==> src/prc_pkg.sv <==
// ------------------------------------------------------------------
// Constants of the reload and prescale control.
// ------------------------------------------------------------------
`default_nettype none
package prc_pkg;

    // ------------------------------------------------------------------
    // Register indices; byte address = 4 x index.
    // ------------------------------------------------------------------
    localparam logic [5:0] CTRL_IDX   = 6'h03;    // Submodule control.
    localparam logic [5:0] LOADC_IDX  = 6'h04;    // Load okay control.
    localparam logic [5:0] STATUS_IDX = 6'h05;    // Active settings status.
    localparam int         ADDR_W     = 8;

    // ------------------------------------------------------------------
    // Submodule control fields.
    // ------------------------------------------------------------------
    localparam int RELOAD_FREQ_LSB = 12;           // Reload frequency code, 4 bits.
    localparam int HALF_EN_BIT     = 11;           // Half-cycle reload enable.
    localparam int FULL_EN_BIT     = 10;           // Full-cycle reload enable.
    localparam int DT_SAMPLE_LSB   = 8;            // Deadtime input sample, 2 bits.
    localparam int RESERVED_BIT    = 7;            // Always reads zero.
    localparam int DIV_SEL_LSB     = 4;            // Clock divide select, 3 bits.
    localparam int IMM_LOAD_BIT    = 2;            // Immediate load mode.

    // ------------------------------------------------------------------
    // Load control and status fields.
    // ------------------------------------------------------------------
    localparam int LOAD_SET_BIT    = 0;            // Write 1 sets the load okay bit.
    localparam int LOAD_CLR_BIT    = 1;            // Write 1 clears the load okay bit.
    localparam int ST_DIV_LSB      = 0;            // Active divide select, 3 bits.
    localparam int ST_FREQ_LSB     = 4;            // Active reload frequency code.
    localparam int ST_OPP_LSB      = 8;            // Opportunity count.
    localparam int ST_LOK_BIT      = 16;           // Load okay bit.

    // ------------------------------------------------------------------
    // Values after reset.
    // ------------------------------------------------------------------
    localparam logic [3:0] RELOAD_FREQ_RST = 4'h0; // Reload on every opportunity.
    localparam logic [2:0] DIV_SEL_RST     = 3'h0; // Divide by one.
    localparam logic [1:0] DT_SAMPLE_RST   = 2'h0;

    // ------------------------------------------------------------------
    // Bus response codes.
    // ------------------------------------------------------------------
    localparam logic [1:0] RESP_OKAY   = 2'h0;
    localparam logic [1:0] RESP_DECERR = 2'h3;

endpackage : prc_pkg
`default_nettype wire

==> src/prc_prescaler.sv <==
`timescale 1ns/1ps
`default_nettype none
// Divides the source enable by 2 to the power of div_sel.
module prc_prescaler #(
    parameter int DIV_W = 3                        // Width of the divide select.
) (
    input  wire logic             mclk,            // System clock.
    input  wire logic             reset,           // Asynchronous reset, active high.
    input  wire logic             src_en,          // Source clock enable pulse.
    input  wire logic             restart,         // Restarts the division phase.
    input  wire logic [DIV_W-1:0] div_sel,         // Active divide select.
    output logic                  cnt_en           // Divided enable pulse.
);

    localparam int CNT_W = (1 << DIV_W) - 1;

    logic [CNT_W-1:0] phase_reg;
    logic [CNT_W-1:0] mask;

    // Phase bits that must all be set for a tick.
    always_comb begin
        mask = CNT_W'((1 << div_sel) - 1);
    end

    // Phase counter advances on each source enable.
    always_ff @(posedge mclk or posedge reset) begin
        if (reset) begin
            phase_reg <= '0;
        end else if (restart) begin
            phase_reg <= '0;
        end else if (src_en) begin
            phase_reg <= phase_reg + CNT_W'(1);
        end
    end

    // One tick per 2**div_sel source enables.
    assign cnt_en = src_en && ((phase_reg & mask) == mask);

endmodule : prc_prescaler
`default_nettype wire

==> src/prc_reload_ctrl.sv <==
`timescale 1ns/1ps
`default_nettype none
// How it works
// - Codes 1110, 1111 reload every 15th, 16th.
// - Half enable: mid compare match is opportunity.
// - Full enable: end compare match is opportunity.
// - No enable and no immediate mode: no load.
// - Both enables: two opportunities per cycle.
// - Deadtime ends sample auxiliary input, reset clears.
// - Bit 7 reads zero, writes ignored.
// - Divide select scales selected source clock.
// - Divide select reads back buffered value.
// - New divide at cycle start with load okay or in immediate mode.
// - Divide select writes ignored while load okay.
// - Reload every code+1 opportunities, applied per load cycle.
// - Load at opportunity, or immediately in mode.
// - Divide codes 000..111 give 1..128.
module prc_reload_ctrl #(
    parameter int FREQ_W = 4,                      // Width of the reload frequency code.
    parameter int DIV_W  = 3                       // Width of the divide select.
) (
    input  wire logic                        mclk,          // System clock, 10 MHz.
    input  wire logic                        reset,         // Asynchronous reset, active high.
    // AXI4-Lite slave.
    input  wire logic [prc_pkg::ADDR_W-1:0]  s_awaddr,      // Write address.
    input  wire logic [2:0]                  s_awprot,      // Write protection, unused.
    input  wire logic                        s_awvalid,     // Write address valid.
    output logic                             s_awready,     // Write address ready.
    input  wire logic [31:0]                 s_wdata,       // Write data.
    input  wire logic [3:0]                  s_wstrb,       // Write byte strobes.
    input  wire logic                        s_wvalid,      // Write data valid.
    output logic                             s_wready,      // Write data ready.
    output logic [1:0]                       s_bresp,       // Write response.
    output logic                             s_bvalid,      // Write response valid.
    input  wire logic                        s_bready,      // Write response ready.
    input  wire logic [prc_pkg::ADDR_W-1:0]  s_araddr,      // Read address.
    input  wire logic [2:0]                  s_arprot,      // Read protection, unused.
    input  wire logic                        s_arvalid,     // Read address valid.
    output logic                             s_arready,     // Read address ready.
    output logic [31:0]                      s_rdata,       // Read data.
    output logic [1:0]                       s_rresp,       // Read response.
    output logic                             s_rvalid,      // Read data valid.
    input  wire logic                        s_rready,      // Read data ready.
    // Submodule side.
    input  wire logic                        src_clk_en,    // Enable of the clock source select.
    input  wire logic                        mid_match,     // Counter matched mid-cycle compare.
    input  wire logic                        end_match,     // Counter matched cycle-end compare.
    input  wire logic                        dt0_end,       // End of deadtime 0 pulse.
    input  wire logic                        dt1_end,       // End of deadtime 1 pulse.
    input  wire logic                        aux_in_pin,    // Auxiliary channel pin, asynchronous.
    output logic                             counter_en,    // Divided clock enable for the counter.
    output logic                             reload_pulse,  // Move buffered values to active.
    output logic [DIV_W-1:0]                 div_active,    // Divide select in effect.
    output logic                             load_okay_bit  // Load okay flag.
);

    // ------------------------------------------------------------------
    // Declarations.
    // ------------------------------------------------------------------
    logic [FREQ_W-1:0] freq_buf_reg;
    logic [FREQ_W-1:0] freq_act_reg;
    logic [FREQ_W-1:0] opp_cnt_reg;
    logic              half_en_reg;
    logic              full_en_reg;
    logic              imm_load_reg;
    logic [DIV_W-1:0]  div_buf_reg;
    logic [DIV_W-1:0]  div_act_reg;
    logic [1:0]        dt_sample_reg;
    logic              load_okay_reg;
    logic              aux_meta_reg;
    logic              aux_sync_reg;
    logic              bvalid_reg;
    logic [1:0]        bresp_reg;
    logic              rvalid_reg;
    logic [1:0]        rresp_reg;
    logic [31:0]       rdata_reg;
    logic              wr_fire;
    logic [5:0]        wr_idx;
    logic [5:0]        rd_idx;
    logic              wr_ctrl;
    logic              wr_loadc;
    logic              load_set;
    logic              load_clr;
    logic              opportunity;
    logic              load_slot;
    logic              div_apply;
    logic [15:0]       ctrl_view;
    logic [31:0]       status_view;

    // ------------------------------------------------------------------
    // Bus handshakes.
    // ------------------------------------------------------------------

    // Address and data are taken together, one write at a time.
    assign wr_fire   = s_awvalid && s_wvalid && !bvalid_reg;
    assign s_awready = wr_fire;
    assign s_wready  = wr_fire;
    assign s_arready = !rvalid_reg;
    assign s_bvalid  = bvalid_reg;
    assign s_bresp   = bresp_reg;
    assign s_rvalid  = rvalid_reg;
    assign s_rresp   = rresp_reg;
    assign s_rdata   = rdata_reg;
    assign wr_idx    = s_awaddr[7:2];
    assign rd_idx    = s_araddr[7:2];
    assign wr_ctrl   = wr_fire && (wr_idx == prc_pkg::CTRL_IDX);
    assign wr_loadc  = wr_fire && (wr_idx == prc_pkg::LOADC_IDX) && s_wstrb[0];
    assign load_set  = wr_loadc && s_wdata[prc_pkg::LOAD_SET_BIT];
    assign load_clr  = wr_loadc && s_wdata[prc_pkg::LOAD_CLR_BIT];

    // Write response, decode error for unmapped words.
    always_ff @(posedge mclk or posedge reset) begin
        if (reset) begin
            bvalid_reg <= 1'b0;
            bresp_reg  <= prc_pkg::RESP_OKAY;
        end else if (wr_fire) begin
            bvalid_reg <= 1'b1;
            if ((wr_idx == prc_pkg::CTRL_IDX) || (wr_idx == prc_pkg::LOADC_IDX)
                || (wr_idx == prc_pkg::STATUS_IDX)) begin
                bresp_reg <= prc_pkg::RESP_OKAY;
            end else begin
                bresp_reg <= prc_pkg::RESP_DECERR;
            end
        end else if (s_bready) begin
            bvalid_reg <= 1'b0;
        end
    end

    // Read data captured on the edge that takes the address, valid the next cycle.
    always_ff @(posedge mclk or posedge reset) begin
        if (reset) begin
            rvalid_reg <= 1'b0;
            rresp_reg  <= prc_pkg::RESP_OKAY;
            rdata_reg  <= 32'h0000_0000;
        end else if (s_arvalid && !rvalid_reg) begin
            rvalid_reg <= 1'b1;
            rresp_reg  <= prc_pkg::RESP_OKAY;
            if (rd_idx == prc_pkg::CTRL_IDX) begin
                rdata_reg <= {16'h0000, ctrl_view};
            end else if (rd_idx == prc_pkg::LOADC_IDX) begin
                rdata_reg <= {31'h0000_0000, load_okay_reg};
            end else if (rd_idx == prc_pkg::STATUS_IDX) begin
                rdata_reg <= status_view;
            end else begin
                rdata_reg <= 32'h0000_0000;
                rresp_reg <= prc_pkg::RESP_DECERR;
            end
        end else if (s_rready) begin
            rvalid_reg <= 1'b0;
        end
    end

    // ------------------------------------------------------------------
    // Register views.
    // ------------------------------------------------------------------

    // Control view shows buffered fields; bit 7 and unowned bits read zero.
    always_comb begin
        ctrl_view = 16'h0000;
        ctrl_view[prc_pkg::RELOAD_FREQ_LSB +: FREQ_W] = freq_buf_reg;
        ctrl_view[prc_pkg::HALF_EN_BIT]               = half_en_reg;
        ctrl_view[prc_pkg::FULL_EN_BIT]               = full_en_reg;
        ctrl_view[prc_pkg::DT_SAMPLE_LSB +: 2]        = dt_sample_reg;
        ctrl_view[prc_pkg::RESERVED_BIT]              = 1'b0;
        ctrl_view[prc_pkg::DIV_SEL_LSB +: DIV_W]      = div_buf_reg;
        ctrl_view[prc_pkg::IMM_LOAD_BIT]              = imm_load_reg;
    end

    // Status view shows the settings currently in effect.
    always_comb begin
        status_view = 32'h0000_0000;
        status_view[prc_pkg::ST_DIV_LSB +: DIV_W]   = div_act_reg;
        status_view[prc_pkg::ST_FREQ_LSB +: FREQ_W] = freq_act_reg;
        status_view[prc_pkg::ST_OPP_LSB +: FREQ_W]  = opp_cnt_reg;
        status_view[prc_pkg::ST_LOK_BIT]            = load_okay_reg;
    end

    // ------------------------------------------------------------------
    // Submodule control register.
    // ------------------------------------------------------------------

    // High byte holds reload frequency and the two reload enables.
    always_ff @(posedge mclk or posedge reset) begin
        if (reset) begin
            freq_buf_reg <= prc_pkg::RELOAD_FREQ_RST;
            half_en_reg  <= 1'b0;
            full_en_reg  <= 1'b0;
        end else if (wr_ctrl && s_wstrb[1]) begin
            freq_buf_reg <= s_wdata[prc_pkg::RELOAD_FREQ_LSB +: FREQ_W];
            half_en_reg  <= s_wdata[prc_pkg::HALF_EN_BIT];
            full_en_reg  <= s_wdata[prc_pkg::FULL_EN_BIT];
        end
    end

    // Low byte holds the load mode and the buffered divide select.
    always_ff @(posedge mclk or posedge reset) begin
        if (reset) begin
            imm_load_reg <= 1'b0;
            div_buf_reg  <= prc_pkg::DIV_SEL_RST;
        end else if (wr_ctrl && s_wstrb[0]) begin
            imm_load_reg <= s_wdata[prc_pkg::IMM_LOAD_BIT];
            if (!load_okay_reg) begin
                div_buf_reg <= s_wdata[prc_pkg::DIV_SEL_LSB +: DIV_W];
            end
        end
    end

    // ------------------------------------------------------------------
    // Load okay flag.
    // ------------------------------------------------------------------

    // Software sets and clears it; a reload clears it, but a set wins.
    always_ff @(posedge mclk or posedge reset) begin
        if (reset) begin
            load_okay_reg <= 1'b0;
        end else if (load_set) begin
            load_okay_reg <= 1'b1;
        end else if (load_clr || reload_pulse) begin
            load_okay_reg <= 1'b0;
        end
    end

    assign load_okay_bit = load_okay_reg;

    // ------------------------------------------------------------------
    // Reload opportunities and load frequency.
    // ------------------------------------------------------------------

    // Each enabled compare match is one opportunity; both may count.
    assign opportunity = (half_en_reg && mid_match)
                       || (full_en_reg && end_match);

    // Every (code+1)th opportunity closes a load cycle.
    assign load_slot = opportunity && (opp_cnt_reg == freq_act_reg);

    // Opportunity count restarts at each load slot.
    always_ff @(posedge mclk or posedge reset) begin
        if (reset) begin
            opp_cnt_reg <= '0;
        end else if (load_slot) begin
            opp_cnt_reg <= '0;
        end else if (opportunity) begin
            opp_cnt_reg <= opp_cnt_reg + FREQ_W'(1);
        end
    end

    // New frequency code applies at each load slot.
    always_ff @(posedge mclk or posedge reset) begin
        if (reset) begin
            freq_act_reg <= prc_pkg::RELOAD_FREQ_RST;
        end else if (load_slot) begin
            freq_act_reg <= freq_buf_reg;
        end
    end

    // Transfer at a load slot or at once in immediate mode, with load okay.
    always_comb begin
        if (imm_load_reg) begin
            reload_pulse = load_okay_reg;
        end else begin
            reload_pulse = load_okay_reg && load_slot;
        end
    end

    // ------------------------------------------------------------------
    // Clock prescaler.
    // ------------------------------------------------------------------

    // Buffered divide select applied at the start of the next cycle.
    assign div_apply = end_match && (load_okay_reg || imm_load_reg);

    always_ff @(posedge mclk or posedge reset) begin
        if (reset) begin
            div_act_reg <= prc_pkg::DIV_SEL_RST;
        end else if (div_apply) begin
            div_act_reg <= div_buf_reg;
        end
    end

    assign div_active = div_act_reg;

    // Divider on the selected source clock.
    prc_prescaler #(
        .DIV_W   (DIV_W)
    ) u_prescaler (
        .mclk    (mclk),
        .reset   (reset),
        .src_en  (src_clk_en),
        .restart (div_apply),
        .div_sel (div_act_reg),
        .cnt_en  (counter_en)
    );

    // ------------------------------------------------------------------
    // Deadtime input sampling.
    // ------------------------------------------------------------------

    // Two-stage synchroniser for the auxiliary channel pin.
    always_ff @(posedge mclk or posedge reset) begin
        if (reset) begin
            aux_meta_reg <= 1'b0;
            aux_sync_reg <= 1'b0;
        end else begin
            aux_meta_reg <= aux_in_pin;
            aux_sync_reg <= aux_meta_reg;
        end
    end

    // Each deadtime end captures the synchronised input.
    always_ff @(posedge mclk or posedge reset) begin
        if (reset) begin
            dt_sample_reg <= prc_pkg::DT_SAMPLE_RST;
        end else begin
            if (dt0_end) begin
                dt_sample_reg[0] <= aux_sync_reg;
            end
            if (dt1_end) begin
                dt_sample_reg[1] <= aux_sync_reg;
            end
        end
    end

endmodule : prc_reload_ctrl
`default_nettype wire

==> config.mk <==
export PLATFORM = sky130hd
export DESIGN_NAME = prc_reload_ctrl
export DESIGN_NICKNAME = d
export VERILOG_FILES = /design/src/prc_pkg.sv /design/src/prc_prescaler.sv /design/src/prc_reload_ctrl.sv
export SDC_FILE = /design/constraint.sdc
export NUM_CORES = 1
export LEC_CHECK = 0
export ABC_AREA = 1
export BUFFER_PORTS_ARGS = -buffer_cell sky130_fd_sc_hd__buf_2
export CORE_UTILIZATION = 30
export DETAILED_ROUTE_END_ITERATION = 10
export HOLD_SLACK_MARGIN = 0.15
export MAX_ROUTING_LAYER = met4
export PLACE_DENSITY = 0.6
export SYNTH_ARGS = -nofsm -noshare
export SYNTH_HDL_FRONTEND = slang
export SYNTH_SLANG_ARGS = --single-unit
export TNS_END_PERCENT = 50
==> constraint.sdc <==
create_clock -name mclk -period 1.93 [get_ports mclk]
set_input_delay 0.579 -clock mclk [delete_from_list [all_inputs] [get_ports mclk]]
set_output_delay 0.579 -clock mclk [all_outputs]
set_load 0.05 [all_outputs]
==> results.tsv <==
stage	metric	value	unit
pwr	finalPower	2790	uW
timing	min_period_over_period	104	%
timing	final_max_slew_viol_count	0	
timing	min_period	2.01	ns
finish	fin_cells	535	
cts	clock-sinks	53	
placement	gp_congestion	0.775	
cts	clockBufferDepth	2	
routing	firstDrtPassIters	7	
synthesis	async_flop_share	100	%
status	status	finished, violations left	
synthesis	synth-edff-count	0	
worst_hold_path	hp-class	in -> reg	
timing	setup_viol	2	
finish	drive_gt1_share	33.7	%
synthesis	synth_area_leaders	dfrtp_1, nand2_1, buf_4	
cts	cts_max_level	2	
setup_path	critPathLaunchType	flip-flop	
synthesis	seq_area_frac_synth	47.9	%
global_routing	grt_overflow	0	
setup_path	cp_max_fo	3	
setup_path	r2r-end	div_buf_reg[1]	
pwr	max-vdd-ir-drop	0.332	mV
floorplan	core.rowCount	34	
setup_path	endpoint	reload_pulse	
setup_path	path_class	reg -> out	
setup_path	rrSetupSlack	0.62	ns
routing	finalWirelength	6090	um
finish	largest_reg_flops	16	
routing	wl_per_cell	11.4	um
routing	dr_total_vias	2343	
pwr	leakagePower	0.00177	uW
synthesis	synth_cells	336	
synthesis	synth_common_cells	nand2_1, dfrtp_1, inv_1	
routing	ant_nets	0	
cts	cts-root-buf	clkbuf_8	
timing	skew	0.0159	ns
routing	dr.first_iter.drc_count	121	
placement	io_buffers	69	
floorplan	die_x	98.1	um
synthesis	yosys.cell_count.top_type	nand2_1	
setup_path	startpoint	opp_cnt_reg[1]	
routing	drc_errors	10	
floorplan	core_area	8810	um^2
timing	fin_tns_setup	-0.127	ns
finish	layout.nets	499	
placement	place_ws	-0.0982	ns
global_routing	antenna_found_initial	0	
synthesis	yosys_warnings	0	
run	maxCapViolCount	0	
cts	clk_pin_slew	0.11	ns
global_routing	grt_max_degree	35	
finish	fillers	934	
synthesis	ys.flop_type	dfrtp_1	
synthesis	yosysUniqueCellTypes	33	
status	violations	DRC, setup timing	
setup_path	end_kind	output pin	
placement	hpwlAfterDp	4610	um
timing	rsz0062_at_grt	yes	
placement	dp.cells	515	
finish	area_growth	24.4	%
synthesis	syn_area_per_cell	8.24	um^2
setup_path	reg2reg_depth	8	
setup_path	r2r-start	s_bvalid	
timing	worst_slack	-0.0814	ns
routing	viasPerCell	4.38	
timing	whs	0.360	ns
finish	area.sequential	1330	um^2
global_routing	grt_pass1_wl	10500	um
timing	finalHoldViolations	0	
floorplan	die_h	98.1	um
finish	multi_input_area	1160	um^2
synthesis	synth_area	2770	um^2
setup_path	cp.required	1.35	ns
synthesis	yosysTopAreaCell	dfrtp_1	
synthesis	ys_ff_latch	53	
timing	fmaxAchievable	497	MHz
cts	insertion_delay	0.32	ns
setup_path	crit_arrival	1.43	ns
global_routing	grt_usage	13.9	%
floorplan	die_area	9610	um^2
pwr	power_density	811	nW/um^2
cts	cts_made_buffers	5	
floorplan	initial_core_util	31.4	%
worst_hold_path	worstHoldStart	aux_in_pin	
floorplan	pin_count	118	
synthesis	synth_top_area_share	47.9	%
global_routing	grt_pass1_vias	2221	
cts	tritoncts	yes	
finish	antenna-diode-count	0	
## routing by layer
layer / part of all wire, % / GRT usage [%] / vias up
met3: 5.9 / 2.29 / 5
met1: 48 / 18.3 / 1066
met4: 1.2 / 3.85 / 0
met2: 45 / 22.0 / 75
met5: 0 / - / -
li1: - / - / 1197
## layout by cell type (no fill, tap or decap), drive strengths merged
cell         instances
nand4                1
and3                 1
inv                 43
o21ai               37
a21oi               15
nor3                 3
clkinvlp             2
a22o                 1
nand3               18
nor3b                1
dlygate4sd3          1
dfrtp               53
buf                 92
xor2                 1
ha                   2
clkinv               2
conb                16
o22ai                1
nand3b               2
nand2               83
clkbuf               5
nor2                47
## cells by family after synthesis
family / count (synthesis) / synth area share, %
adders and majority gates: 2 / 0.904
and+or+nand+nor: 156 / 26.5
other: 1 / 0.135
DFF: 53 / 47.9
AOI/OAI and AO/OA: 54 / 11.0
xor gates and xnor gates: 1 / 0.317
buffers and inverters: 69 / 13.2
## report_power, final
part	internal [uW]	leakage (uW)	switching [uW]
logic	266	0.00106	594
clock network	263	0.0000447	389
registers	1210	0.000672	70.2
total	1740	0.00177	1050
## worst max-delay path, stage by stage, from the launching register on
cell and delay [ns]:
dfrtp_1 0.42, inv_2 0.07, nand2_1 0.04, nand2_1 0.07
nand3_2 0.09, nor2_4 0.11, nor2_2 0.05, nor2_2 0.10
buf_6 0.17
## how the worst min path moves through the flow
stage,endpoint,depth (start not counted)
3_3_place_gp,aux_sync_reg,0
5_1_grt,aux_meta_reg,1
3_5_place_dp,aux_sync_reg,0
2_1_floorplan,aux_sync_reg,0
6_report,aux_meta_reg,1
4_1_cts,aux_meta_reg,1
## layout make-up
type	instances	share of cell area, %
multi-input cells	229	33.6
clock inverters	3	0.727
clock buffers	5	2.00
flip-flops and latches	53	38.6
repair buffers	93	16.2
inverters	44	4.91
well taps	108	3.92
## per-stage QoR
stage,instance area [um^2],utilization (%)
final,3440,39.1
after global routing,3440,39.1
after CTS,3410,38.7
after detailed placement,3220,36.5
after global placement,3220,36.5
after floorplan,2830,-
## timing repair
item	4_1_cts	5_1_grt
buffers inserted	9	2
resized for setup	11	6
hold endpoints to repair	4	0
setup endpoints to repair	4	4
hold buffers	1	0
pin swaps	1	1
Note: power is estimated with default switching activity, not from simulation.
